**src/inc/inquiry_rom_pkg.sv**
```systemverilog
// constants, types and reset values for the video mode and frame-rate inquiry words
// assumes a single 100 MHz clock and a host read port inside the camera's 1394 link logic
//
// Behaviour
// each mode flag is 1 when that format and mode pairing is supported, else 0
// each rate flag is 1 when that format, mode and rate is supported, else 0
// format 0 word at 0x180 has bit 1 set in both variants
// format 0 bit 3 reads 1 only in the colour variant
// format 0 bits 5 and 6 read 1 in both variants
// format 0 bits 0, 2 and 4 read 0 in both variants
// format 0 bit 7 and bits 8 to 31 of every word read 0
// format 1 word at 0x184 has bits 2, 5, 6, 7 set in both variants
// format 1 bits 0 and 3 read 1 only in the colour variant
// format 1 bits 1 and 4 read 0 in both variants
// format 2 word at 0x188 has bits 2, 5, 6, 7 set in both variants
// format 2 bits 0 and 3 read 1 only in the colour variant
// format 2 bits 1 and 4 read 0 in both variants
// format 7 word at 0x19c: bit 0 set, bit 1 colour only, 2 to 7 clear
// rate word at 0x204 has bits 0 to 4 set, 5 to 7 clear
// rate bit n means 1.875 fps doubled n times
// bit 0 of each word is its most significant bit
// offsets are byte offsets from the inquiry base address
// unmapped reads return 0, unmapped writes do nothing, bursts hold at most 32 quadlets
// all words are read-only constants chosen by a static colour variant input

package inquiry_rom_pkg;

   // =========================================================
   // address map, byte offsets from the inquiry base
   localparam int ADDR_W = 12;
   localparam logic [11:0] OFF_FORMAT0_MODE = 12'h180;
   localparam logic [11:0] OFF_FORMAT1_MODE = 12'h184;
   localparam logic [11:0] OFF_FORMAT2_MODE = 12'h188;
   localparam logic [11:0] OFF_FORMAT7_MODE = 12'h19c;
   localparam logic [11:0] OFF_F0M1_RATE = 12'h204;
   localparam logic [11:0] QUADLET_STEP = 12'h004;

   // =========================================================
   // flag fields, written flag 0 leftmost so bit 0 lands on the word's msb
   localparam logic [7:0] F0_MODES_MONO = 8'h46;
   localparam logic [7:0] F0_MODES_COLOUR = 8'h56;
   localparam logic [7:0] F1_MODES_MONO = 8'h27;
   localparam logic [7:0] F1_MODES_COLOUR = 8'hb7;
   localparam logic [7:0] F2_MODES_MONO = 8'h27;
   localparam logic [7:0] F2_MODES_COLOUR = 8'hb7;
   localparam logic [7:0] F7_MODES_MONO = 8'h80;
   localparam logic [7:0] F7_MODES_COLOUR = 8'hc0;
   localparam logic [7:0] F0M1_RATES = 8'hf8;
   localparam int FLAG_MSB = 31;
   localparam int FLAG_LSB = 24;

   // =========================================================
   // transfer limits
   localparam int LEN_W = 6;
   localparam logic [5:0] MAX_QUADLETS = 6'h20;

   // =========================================================
   // state
   typedef enum logic [1:0] {
      st_idle = 2'b01,
      st_burst = 2'b10
   } state_type;

   typedef struct packed {
      state_type state;
      logic [11:0] addr;
      logic [5:0] left;
      logic [31:0] rdata;
      logic [11:0] rd_addr;
      logic rvalid;
      logic wack;
   } regs_type;

   localparam regs_type RESET_REGS = '{
      state: st_idle,
      addr: 12'h000,
      left: 6'h00,
      rdata: 32'h0000_0000,
      rd_addr: 12'h000,
      rvalid: 1'b0,
      wack: 1'b0
   };

endpackage

```
**src/hw/video_mode_rate_inquiry_rom.sv**
```systemverilog
// read-only video mode and frame-rate inquiry words answered to host reads
// assumes the link layer has already stripped bus id, node id and the inquiry base
`timescale 1ns/1ps

module video_mode_rate_inquiry_rom
   import inquiry_rom_pkg::*;
(
   input wire logic clock_i,
   input wire logic rst_i,
   input wire logic ce_i,
   input wire logic colour_i,
   input wire logic req_i,
   input wire logic write_i,
   input wire logic [11:0] addr_i,
   input wire logic [5:0] len_i,
   input wire logic [31:0] wdata_i,
   output logic busy_o,
   output logic rvalid_o,
   output logic [31:0] rdata_o,
   output logic wack_o
);

   regs_type r;
   regs_type next_r;
   logic [5:0] req_len;
   logic [11:0] req_addr;

   // =========================================================
   // constant lookup
   function automatic logic [31:0] rom_word(input logic [11:0] a, input logic colour);
      logic [7:0] flags;
      flags = 8'h00;
      unique case (a)
         OFF_FORMAT0_MODE: flags = colour ? F0_MODES_COLOUR : F0_MODES_MONO;
         OFF_FORMAT1_MODE: flags = colour ? F1_MODES_COLOUR : F1_MODES_MONO;
         OFF_FORMAT2_MODE: flags = colour ? F2_MODES_COLOUR : F2_MODES_MONO;
         OFF_FORMAT7_MODE: flags = colour ? F7_MODES_COLOUR : F7_MODES_MONO;
         OFF_F0M1_RATE: flags = F0M1_RATES;
         default: flags = 8'h00;
      endcase
      // flag 0 goes to the msb, the reserved low 24 bits stay zero
      return {flags, 24'h00_0000};
   endfunction

   // =========================================================
   // request shaping
   // a zero length means one quadlet; longer requests are clipped to the burst limit
   assign req_len = (len_i == 6'h00) ? 6'h01 :
      ((len_i > MAX_QUADLETS) ? MAX_QUADLETS : len_i);
   assign req_addr = {addr_i[11:2], 2'b00};

   // =========================================================
   // next state
   always_comb begin
      next_r = r;
      next_r.rvalid = 1'b0;
      next_r.wack = 1'b0;
      unique case (r.state)
         st_idle: begin
            if (req_i) begin
               if (write_i) begin
                  // payload is dropped: nothing here can be written
                  next_r.wack = 1'b1;
               end else begin
                  next_r.rdata = rom_word(req_addr, colour_i);
                  next_r.rd_addr = req_addr;
                  next_r.rvalid = 1'b1;
                  next_r.addr = req_addr + QUADLET_STEP;
                  next_r.left = req_len - 6'h01;
                  if (req_len > 6'h01) begin
                     next_r.state = st_burst;
                  end
               end
            end
         end
         st_burst: begin
            next_r.rdata = rom_word(r.addr, colour_i);
            next_r.rd_addr = r.addr;
            next_r.rvalid = 1'b1;
            next_r.addr = r.addr + QUADLET_STEP;
            next_r.left = r.left - 6'h01;
            if (r.left == 6'h01) begin
               next_r.state = st_idle;
            end
         end
      endcase
      // a low enable freezes everything, including the one-cycle strobes
      if (!ce_i) begin
         next_r = r;
      end
   end

   always_ff @(posedge clock_i) begin
      if (rst_i) begin
         r <= RESET_REGS;
      end else begin
         r <= next_r;
      end
   end

   assign busy_o = (r.state == st_burst);
   assign rvalid_o = r.rvalid;
   assign rdata_o = r.rdata;
   assign wack_o = r.wack;

   // =========================================================
   // checks
   logic [6:0] burst_count;
   logic [6:0] want_len;
   wire logic [7:0] flag_seen;
   always_ff @(posedge clock_i) begin
      if (rst_i) begin
         burst_count <= 7'h00;
         want_len <= 7'h00;
      end else if (ce_i) begin
         if (r.state == st_idle && req_i && !write_i) begin
            burst_count <= 7'h01;
            want_len <= (len_i == 6'h00) ? 7'h01 :
               ((len_i > MAX_QUADLETS) ? {1'b0, MAX_QUADLETS} : {1'b0, len_i});
         end else if (r.state == st_burst) begin
            burst_count <= burst_count + 7'h01;
         end
      end
   end

   // documented flag n sits at word bit 31 - n
   for (genvar n = 0; n < 8; n++) begin : g_flag_seen
      assign flag_seen[n] = rdata_o[FLAG_MSB - n];
   end

   a_reserved_zero: assert property (
      @(posedge clock_i) disable iff (rst_i) rvalid_o |-> rdata_o[23:0] == 24'h00_0000)
      else $error("reserved inquiry bits not zero");

   a_format0_word: assert property (
      @(posedge clock_i) disable iff (rst_i)
      rvalid_o && r.rd_addr == 12'h180 |->
      rdata_o[31:24] == (colour_i ? 8'h56 : 8'h46))
      else $error("format 0 mode word wrong");

   a_format1_word: assert property (
      @(posedge clock_i) disable iff (rst_i)
      rvalid_o && r.rd_addr == 12'h184 |->
      rdata_o[31:24] == (colour_i ? 8'hb7 : 8'h27))
      else $error("format 1 mode word wrong");

   a_format2_word: assert property (
      @(posedge clock_i) disable iff (rst_i)
      rvalid_o && r.rd_addr == 12'h188 |->
      rdata_o[31:24] == (colour_i ? 8'hb7 : 8'h27))
      else $error("format 2 mode word wrong");

   a_format7_word: assert property (
      @(posedge clock_i) disable iff (rst_i)
      rvalid_o && r.rd_addr == 12'h19c |-> rdata_o[31] && rdata_o[30] == colour_i
      && rdata_o[29:24] == 6'h00)
      else $error("format 7 mode word wrong");

   a_rate_word: assert property (
      @(posedge clock_i) disable iff (rst_i)
      rvalid_o && r.rd_addr == 12'h204 |-> rdata_o == 32'hf800_0000)
      else $error("format 0 mode 1 rate word wrong");

   a_unmapped_zero: assert property (
      @(posedge clock_i) disable iff (rst_i)
      rvalid_o && !(r.rd_addr inside {12'h180, 12'h184, 12'h188, 12'h19c, 12'h204})
      |-> rdata_o == 32'h0000_0000)
      else $error("unmapped read not zero");

   a_read_answer: assert property (
      @(posedge clock_i) disable iff (rst_i)
      ce_i && !busy_o && req_i && !write_i |=> rvalid_o && r.rd_addr == $past(req_addr))
      else $error("read not answered next cycle");

   a_write_ignored: assert property (
      @(posedge clock_i) disable iff (rst_i)
      ce_i && !busy_o && req_i && write_i |=> wack_o && !rvalid_o && !busy_o)
      else $error("write not acknowledged or disturbed state");

   a_burst_limit: assert property (
      @(posedge clock_i) disable iff (rst_i) burst_count <= 7'h20)
      else $error("burst ran past 32 quadlets");

   // =========================================================
   // checks: format 0 mode word
   a_f0_shared_modes: assert property (
      @(posedge clock_i) disable iff (rst_i)
      rvalid_o && r.rd_addr == OFF_FORMAT0_MODE
      |-> flag_seen[1] && flag_seen[5] && flag_seen[6])
      else $error("format 0 shared mode missing");

   a_f0_colour_mode: assert property (
      @(posedge clock_i) disable iff (rst_i)
      rvalid_o && r.rd_addr == OFF_FORMAT0_MODE
      |-> flag_seen[3] == colour_i)
      else $error("format 0 colour mode flag wrong");

   a_f0_absent_modes: assert property (
      @(posedge clock_i) disable iff (rst_i)
      rvalid_o && r.rd_addr == OFF_FORMAT0_MODE
      |-> !flag_seen[0] && !flag_seen[2] && !flag_seen[4])
      else $error("format 0 absent mode flagged");

   a_f0_spare_mode: assert property (
      @(posedge clock_i) disable iff (rst_i)
      rvalid_o && r.rd_addr == OFF_FORMAT0_MODE
      |-> !flag_seen[7])
      else $error("format 0 spare mode flagged");

   // =========================================================
   // checks: format 1 mode word
   a_f1_mono_modes: assert property (
      @(posedge clock_i) disable iff (rst_i)
      rvalid_o && r.rd_addr == OFF_FORMAT1_MODE
      |-> flag_seen[2] && flag_seen[5] && flag_seen[6] && flag_seen[7])
      else $error("format 1 mono mode missing");

   a_f1_colour_modes: assert property (
      @(posedge clock_i) disable iff (rst_i)
      rvalid_o && r.rd_addr == OFF_FORMAT1_MODE
      |-> flag_seen[0] == colour_i && flag_seen[3] == colour_i)
      else $error("format 1 colour mode flag wrong");

   a_f1_rgb_modes: assert property (
      @(posedge clock_i) disable iff (rst_i)
      rvalid_o && r.rd_addr == OFF_FORMAT1_MODE
      |-> !flag_seen[1] && !flag_seen[4])
      else $error("format 1 rgb mode flagged");

   // =========================================================
   // checks: format 2 mode word
   a_f2_mono_modes: assert property (
      @(posedge clock_i) disable iff (rst_i)
      rvalid_o && r.rd_addr == OFF_FORMAT2_MODE
      |-> flag_seen[2] && flag_seen[5] && flag_seen[6] && flag_seen[7])
      else $error("format 2 mono mode missing");

   a_f2_colour_modes: assert property (
      @(posedge clock_i) disable iff (rst_i)
      rvalid_o && r.rd_addr == OFF_FORMAT2_MODE
      |-> flag_seen[0] == colour_i && flag_seen[3] == colour_i)
      else $error("format 2 colour mode flag wrong");

   a_f2_rgb_modes: assert property (
      @(posedge clock_i) disable iff (rst_i)
      rvalid_o && r.rd_addr == OFF_FORMAT2_MODE
      |-> !flag_seen[1] && !flag_seen[4])
      else $error("format 2 rgb mode flagged");

   // =========================================================
   // checks: format 7 mode word
   a_f7_first_mode: assert property (
      @(posedge clock_i) disable iff (rst_i)
      rvalid_o && r.rd_addr == OFF_FORMAT7_MODE
      |-> flag_seen[0])
      else $error("format 7 mode 0 missing");

   a_f7_colour_mode: assert property (
      @(posedge clock_i) disable iff (rst_i)
      rvalid_o && r.rd_addr == OFF_FORMAT7_MODE
      |-> flag_seen[1] == colour_i)
      else $error("format 7 mode 1 flag wrong");

   a_f7_other_modes: assert property (
      @(posedge clock_i) disable iff (rst_i)
      rvalid_o && r.rd_addr == OFF_FORMAT7_MODE
      |-> flag_seen[7:2] == 6'h00)
      else $error("format 7 upper mode flagged");

   // =========================================================
   // checks: format 0 mode 1 rate word
   a_rate_offered: assert property (
      @(posedge clock_i) disable iff (rst_i)
      rvalid_o && r.rd_addr == OFF_F0M1_RATE
      |-> flag_seen[4:0] == 5'h1f)
      else $error("offered frame rate missing");

   a_rate_withheld: assert property (
      @(posedge clock_i) disable iff (rst_i)
      rvalid_o && r.rd_addr == OFF_F0M1_RATE
      |-> flag_seen[7:5] == 3'h0)
      else $error("fast frame rate flagged");

   // =========================================================
   // checks: transfers
   a_reset_quiet: assert property (
      @(posedge clock_i) disable iff (rst_i)
      $past(rst_i)
      |-> !rvalid_o && !wack_o && !busy_o && rdata_o == 32'h0000_0000)
      else $error("outputs not quiet after reset");

   a_frozen_hold: assert property (
      @(posedge clock_i) disable iff (rst_i)
      !ce_i
      |=> $stable(rdata_o) && $stable(rvalid_o) && $stable(wack_o) && $stable(busy_o))
      else $error("state moved while disabled");

   a_burst_walk: assert property (
      @(posedge clock_i) disable iff (rst_i)
      ce_i && busy_o
      |=> rvalid_o && r.rd_addr == $past(r.rd_addr) + QUADLET_STEP)
      else $error("burst did not step one quadlet");

   a_burst_length: assert property (
      @(posedge clock_i) disable iff (rst_i)
      rvalid_o && !busy_o
      |-> burst_count == want_len)
      else $error("burst length differs from request");

   a_busy_streams: assert property (
      @(posedge clock_i) disable iff (rst_i)
      busy_o
      |-> rvalid_o)
      else $error("busy without a quadlet");

   a_strobes_apart: assert property (
      @(posedge clock_i) disable iff (rst_i)
      rvalid_o
      |-> !wack_o)
      else $error("read and write strobes together");

   a_write_keeps_data: assert property (
      @(posedge clock_i) disable iff (rst_i)
      ce_i && !busy_o && req_i && write_i
      |=> $stable(rdata_o))
      else $error("write changed read data");

   a_long_request: assert property (
      @(posedge clock_i) disable iff (rst_i)
      ce_i && !busy_o && req_i && !write_i && len_i > 6'h01
      |=> busy_o)
      else $error("multi quadlet read did not start a burst");

   a_short_request: assert property (
      @(posedge clock_i) disable iff (rst_i)
      ce_i && !busy_o && req_i && !write_i && len_i <= 6'h01
      |=> !busy_o)
      else $error("single quadlet read started a burst");

   a_quadlet_aligned: assert property (
      @(posedge clock_i) disable iff (rst_i)
      rvalid_o
      |-> r.rd_addr[1:0] == 2'b00)
      else $error("answered address not quadlet aligned");

endmodule

```
**config.mk**
```make
export PLATFORM = sky130hd
export DESIGN_NAME = video_mode_rate_inquiry_rom
export DESIGN_NICKNAME = d
export VERILOG_FILES = /design/src/inc/inquiry_rom_pkg.sv /design/src/hw/video_mode_rate_inquiry_rom.sv
export SDC_FILE = /design/constraint.sdc
export NUM_CORES = 1
export LEC_CHECK = 0
export ABC_AREA = 1
export BUFFER_PORTS_ARGS = -buffer_cell sky130_fd_sc_hd__buf_2
export CAP_MARGIN = 20
export CORE_ASPECT_RATIO = 0.6
export CORE_MARGIN = 5
export CORE_UTILIZATION = 45
export DETAILED_ROUTE_END_ITERATION = 16
export HOLD_SLACK_MARGIN = 0.06
export PLACE_DENSITY = 0.77
export SYNTH_ARGS = -nofsm -noshare
export SYNTH_HDL_FRONTEND = slang
export SYNTH_SLANG_ARGS = --single-unit
```
**constraint.sdc**
```tcl
create_clock -name clock_i -period 1.42 [get_ports clock_i]
set_input_delay 0.213 -clock clock_i [delete_from_list [all_inputs] [get_ports clock_i]]
set_output_delay 0.213 -clock clock_i [all_outputs]
set_load 0.01 [all_outputs]
```
# [Word level (Yosys, flattened, before mapping)]
# Index checks and enable logic that the tools add are counted.
[totals] register_bits=54 input_bits=56 output_inout_bits=35 word_cells=48
[classes] add_sub_neg=4 n_lt_le_gt_ge=2 n_eq_ne=17 muxes=14 n_reduce_logical=5
[ops] operator="case mux 65 bit (2 select lines)" n=1
[ops] operator="two-way mux 66 bit" n=1
[ops] operator="two-way mux 65 bit" n=1
[ops] operator="case mux 8 bit (4 select lines)" n=2
[ops] operator="equality test 12 x 9 -> 1 bit (second input constant)" n=4
[ops] operator="equality test 10 x 7 -> 1 bit (second input constant)" n=4
[ops] operator="adder 12 x 3 -> 12 bit (second input constant)" n=2
[ops] operator="equality test 12 x 10 -> 1 bit (second input constant)" n=1
[ops] operator="two-way mux 6 bit" n=2
[ops] operator="subtractor 6 x 1 -> 6 bit (second input constant)" n=2
[ops] operator="equality test 10 x 8 -> 1 bit (second input constant)" n=1
[ops] operator="two-way mux 8 bit" n=1
[ops] operator="two-way mux 7 bit" n=1
[ops] operator="equality test 6 x 1 -> 1 bit (second input constant)" n=1
[ops] operator="> comparator 6 x 1 -> 1 bit (second input constant)" n=1
[ops] operator="> comparator 6 bit (second input constant)" n=1
[ops] operator="zero test 6 bit" n=1
[ops] operator="inequality test 2 bit (second input constant)" n=3
[ops] operator="two-way mux 5 bit" n=1
[ops] operator="AND reduction 5 bit" n=1
[ops] operator="two-way mux 2 bit" n=2
[ops] operator="OR reduction 2 bit" n=2
[ops] operator="AND reduction 3 bit" n=1
[ops] operator="equality test 2 x 1 -> 1 bit (second input constant)" n=1
[ops] operator="other kinds (3)" n=4

# [Longest topological paths before layout]
[depth] word_depth=8 ltp_mapped=10 ltp_nobuf=10

# [Worst setup path after synthesis]
# Ideal clock, no wire load.
[synth_path] kind="input -> register" start="input port len_i[0]" end="register r[64] (netlist bit)" setup_ps=123 arrival_time_ps=1396 required_time_ps=1297 slack_ps=-99 stages=9 path_buffers=0 path_cell_list="nor2_1 nand3_1 nand2_1 a21boi_1 ha_1 o2111ai_1 nand3_1 a21oi_1 o21ai_0"
[synth_between] elab_chain_len=6 elab_cells_between_ends=7 cone_classes="order compare (2); eq/ne (1); mux (2); reduce/logical (2)"
[synth_rtl] item="start, declared" line_no="video_mode_rate_inquiry_rom.sv:15" text="input wire logic [5:0] len_i,"
[synth_rtl] item="> comparator 6 bit"
[synth_rtl] item="two-way mux 6 bit" line_no="video_mode_rate_inquiry_rom.sv:49" text="((len_i > MAX_QUADLETS) ? MAX_QUADLETS : len_i);"
[synth_rtl] item="two-way mux 6 bit *" line_no="video_mode_rate_inquiry_rom.sv:48" text="assign req_len = (len_i == 6'h00) ? 6'h01 :"
[synth_rtl] item="> comparator 6 x 1 -> 1 bit *" line_no="video_mode_rate_inquiry_rom.sv:70" text="if (req_len > 6'h01) begin"
[synth_rtl] item="inequality test 2 bit (no line) *"
[synth_rtl] item="AND reduction 5 bit (no line) *"
[synth_rtl] item="end signal, assigned" line_no="video_mode_rate_inquiry_rom.sv:97" text="r <= next_r;"
[synth_rtl] item="end, declared" line_no="video_mode_rate_inquiry_rom.sv:23" text="regs_type r;"
# Mark *: on every way between the ends. The rest lies on a longest branch, timed or not.
# A chain may end at the register's enable or synchronous reset.

# [Worst setup path after layout]
[layout_path] start="register r[54] (netlist bit)" end="register r, in the netlist rdata_o[28]"
[layout_between] elab_chain_len=4 elab_cells_between_ends=8 cone_classes="eq/ne (5); mux (2); reduce/logical (1)"
[layout_rtl] item="equality test 12 x 9 -> 1 bit" line_no="video_mode_rate_inquiry_rom.sv:33" text="unique case (a)"
[layout_rtl] item="OR reduction 2 bit (no line)"
[layout_rtl] item="case mux 8 bit (4 select lines) *" line_no="video_mode_rate_inquiry_rom.sv:33"
[layout_rtl] item="case mux 65 bit (2 select lines) *" line_no="video_mode_rate_inquiry_rom.sv:58" text="unique case (r.state)"
# Marked as above.

==> metrics <==
vias in the first global route 2088; status finished, violations left; DR WL/cell roughly 14 um; Hold Path Origin ce_i; Critical Path, Cell by Cell buf_6 -> inv_6 -> ha_4 -> inv_1 -> nor2_2 -> nand3_1 -> nand4_1 -> nand3_1 -> a21oi_1; pin count of the biggest net entering global routing 17; H-tree Lvls 1; Post-synth EDFFs 0; crit end category flop; crit share post-route 1.02; post-synthesis async set-or-reset flop share 0; Site Rows 20; Yosys reg bits 27; drt via density 5.16; filler cell count 486; Synth Area in Adders 0.0628; Fin. Hold Viols 0; DRT Pass-1 Iters 5; post-synthesis simple-gate area fraction 0.301; slowest cell on the critical path dfxtp_4; root buffer cell clkbuf_8; grt ovf 0; largest family of logic cells by synthesized area simple AND/OR/NAND/NOR gates; final WL 6770 um; total number of yosys warnings 0; Final Critical Period around 1.4 ns; violated checks setup timing; Clock power frac 0.234; NetSw 709 uW; setup ws final -0.0218 ns; Synth top area share 0.226; WHS Endpoint wack_o; Tot GR Track Use 0.177; Seq pwr share 0.430; R2R Setup Slk -0.02 ns; diode count 0; share of cells above drive strength 1 0.315; Synth Area in Compound Gates 0.185; grt met1 use 0.278; Layout Skew 0.00269 ns; final estimated routing congestion in global placement 0.941; most frequent cell after synthesis nand2_1; max cap viols 0; CTS tree done; Mapped Area 0.00239 mm^2; XOR/XNOR share of the synthesized area 0.0110; Die Area 0.00692 mm^2; # setup viols final 1; VDD IR max 0.000390 V; Hold Crit Depth 2; Antenna Nets Post-Route 0; r2r endpoint rdata_o[28]; commonest cells in the netlist nand2_1 (72), inv_1 (46), nor2_1 (41); R2R depth 9; PwrDens 659 mW/mm^2; mux contribution to synthesized area 0; Pint about 1.3 mW; core area 0.00510 mm^2; worst-path fanout max 3; IO Pins 91; DRC violations left 0; port buffer count 32; RSZ-0062 raised after global routing true; top cells by area, synth dfxtp_1 (23%), nand2_1 (11%), buf_4 (11%); Max Clk Rate 694 MHz; CP Class flop to flop; initial antenna violation count 0; leak pwr 1.41 nW; Worst EP required ~1.6 ns; first-pass GRT wire length 10000 um; DIE WIDTH 104 um; die height 66.5 um; Synth Instances 379; largest area contributor in the netlist dfxtp_1; total number of vias 2556; Starting Density 0.469; CTS Buf Count 3; Final Total Pwr 1.98 mW; P&R area growth vs syn 25.8%; Detailed Place HPWL 4920 um; CP Launch Type flop; number of DRC markers in iteration 0 273; Pins Over Slew Limit 0; global routing usage on met3 0.0416; CP most frequent cell nand3_1; synth unique cells 36; nets@finish 498; later-pin clock latency in the skew report ~0.28 ns; Hold Buf Count CTS 0; Top Usage Layer GRT met1; syn_area_per_cell 6.31 um^2; CTS Sinks 27; Final Util 0.589; Main synth FF type dfxtp_1; critical path arrival 1.66 ns; met2 layer usage reported by global route 0.242; Clock Tree Buf Depth 2; worst reg2reg startpoint r[54]; CP max stage delay about 0.37 ns; register area share after synthesis 0.226; Hold Crit Class primary input to flop; Logic pwr share 0.336; Worst-path clk slew around 0.1 ns; Sw Share 0.357
## state kept, by name, summed over array words and instances, names as in the netlist
| name | count |
|---|---|
| r | 18 |
| rvalid_o | 1 |
| rdata_o | 7 |
| wack_o | 1 |
## critical path, delay by kind of cell, from the launching register on
family	cells	cell delay [ns]
DFF	1	0.37
AOI/OAI and AO/OA	1	0.14
and+or+nand+nor	4	0.50
buffers and inverters	3	0.24
adders and majority gates	1	0.12
## how the worst max path moves through the flow
stage,startpoint,endpoint,slack [ns],depth (start not counted)
after detailed placement,len_i[4],r[64],-0.23,11
after floorplan,len_i[5],r[64],0.007,8
after global routing,r[54],rdata_o[28],-0.07,9
after global placement,len_i[4],r[64],-0.19,11
final,r[54],rdata_o[28],-0.02,9
after CTS,r[54],rdata_o[29],0.002,9
## repair_timing
item                                    4_1_cts  5_1_grt
setup buffers                                 0        4
pin swaps                                     0       19
gates resized for setup                       8       59
cloned                                        0        1
endpoints found under the setup margin        5       23
## area by class of cell
type                    count  area [um^2]  area share
multi-input cells         284         1650       0.547
flip-flops and latches     27          556       0.185
repair buffers             66          480       0.160
inverters                  48          198      0.0657
well taps                  66         82.6      0.0274
clock buffers               3         41.3      0.0137
clock inverters             1         5.00     0.00166
## power by group through the flow
stage / registers, mW / logic, mW / clock network [mW]
2_1_floorplan: 0.850 / 0.411 / 0
3_3_place_gp: 0.856 / 0.536 / 0
3_5_place_dp: 0.856 / 0.548 / 0
4_1_cts: 0.842 / 0.555 / 0.467
5_1_grt: 0.860 / 0.730 / 0.516
6_report: 0.853 / 0.666 / 0.464
## placed cells by master (no fill, tap or decap), types with 2 or more instances in the layout
master    count
nand2_2      11
ha_4          4
buf_12        2
inv_6         2
o21ai_1       6
xor2_1        3
buf_6         6
a21oi_1      32
inv_4         3
dfxtp_4       3
nand2_1      63
ha_2          2
buf_4        25
a31oi_1       2
nand3_2       5
dfxtp_2       3
ha_1          6
dfxtp_1      21
o21ai_0      27
or2_2         3
nand3_1      26
buf_2        32
inv_2         4
nand4_1       6
nor2_1       30
conb_1       24
nor2_4        6
clkbuf_8      3
inv_1        39
a21oi_2       2
nor2_2        8
## stage by stage
step	worst slack [ns]	cells	area (um^2)	hold slack (ns)	TNS, ns
6_report	-0.0218	495	3010	0.137	-0.0218
5_1_grt	-0.0696	495	3010	0.135	-0.298
4_1_cts	0.00216	490	2730	0.138	0
3_5_place_dp	-0.232	486	2670	0.436	-0.498
3_3_place_gp	-0.192	486	2670	0.432	-0.394
2_1_floorplan	0.00745	402	2520	0.307	0
## per-layer routing
| layer | wire length, um | part of all wire | up-vias |
|---|---|---|---|
| li1 | - | - | 1272 |
| met1 | 3260 | 0.48 | 1127 |
| met2 | 2840 | 0.42 | 146 |
| met3 | 615 | 0.091 | 11 |
| met4 | 57 | 0.0084 | 0 |
| met5 | 0 | 0 | - |
## logic make-up (layout without fill, tap and decap cells)
family / Yosys count / after routing
other: 1 / 24
AOI/OAI and AO/OA: 80 / 80
DFF: 27 / 27
adders and majority gates: 12 / 12
xor gates and xnor gates: 3 / 3
buffers and inverters: 91 / 118
and+or+nand+nor: 165 / 165
Power figures use the tool's default switching activity.
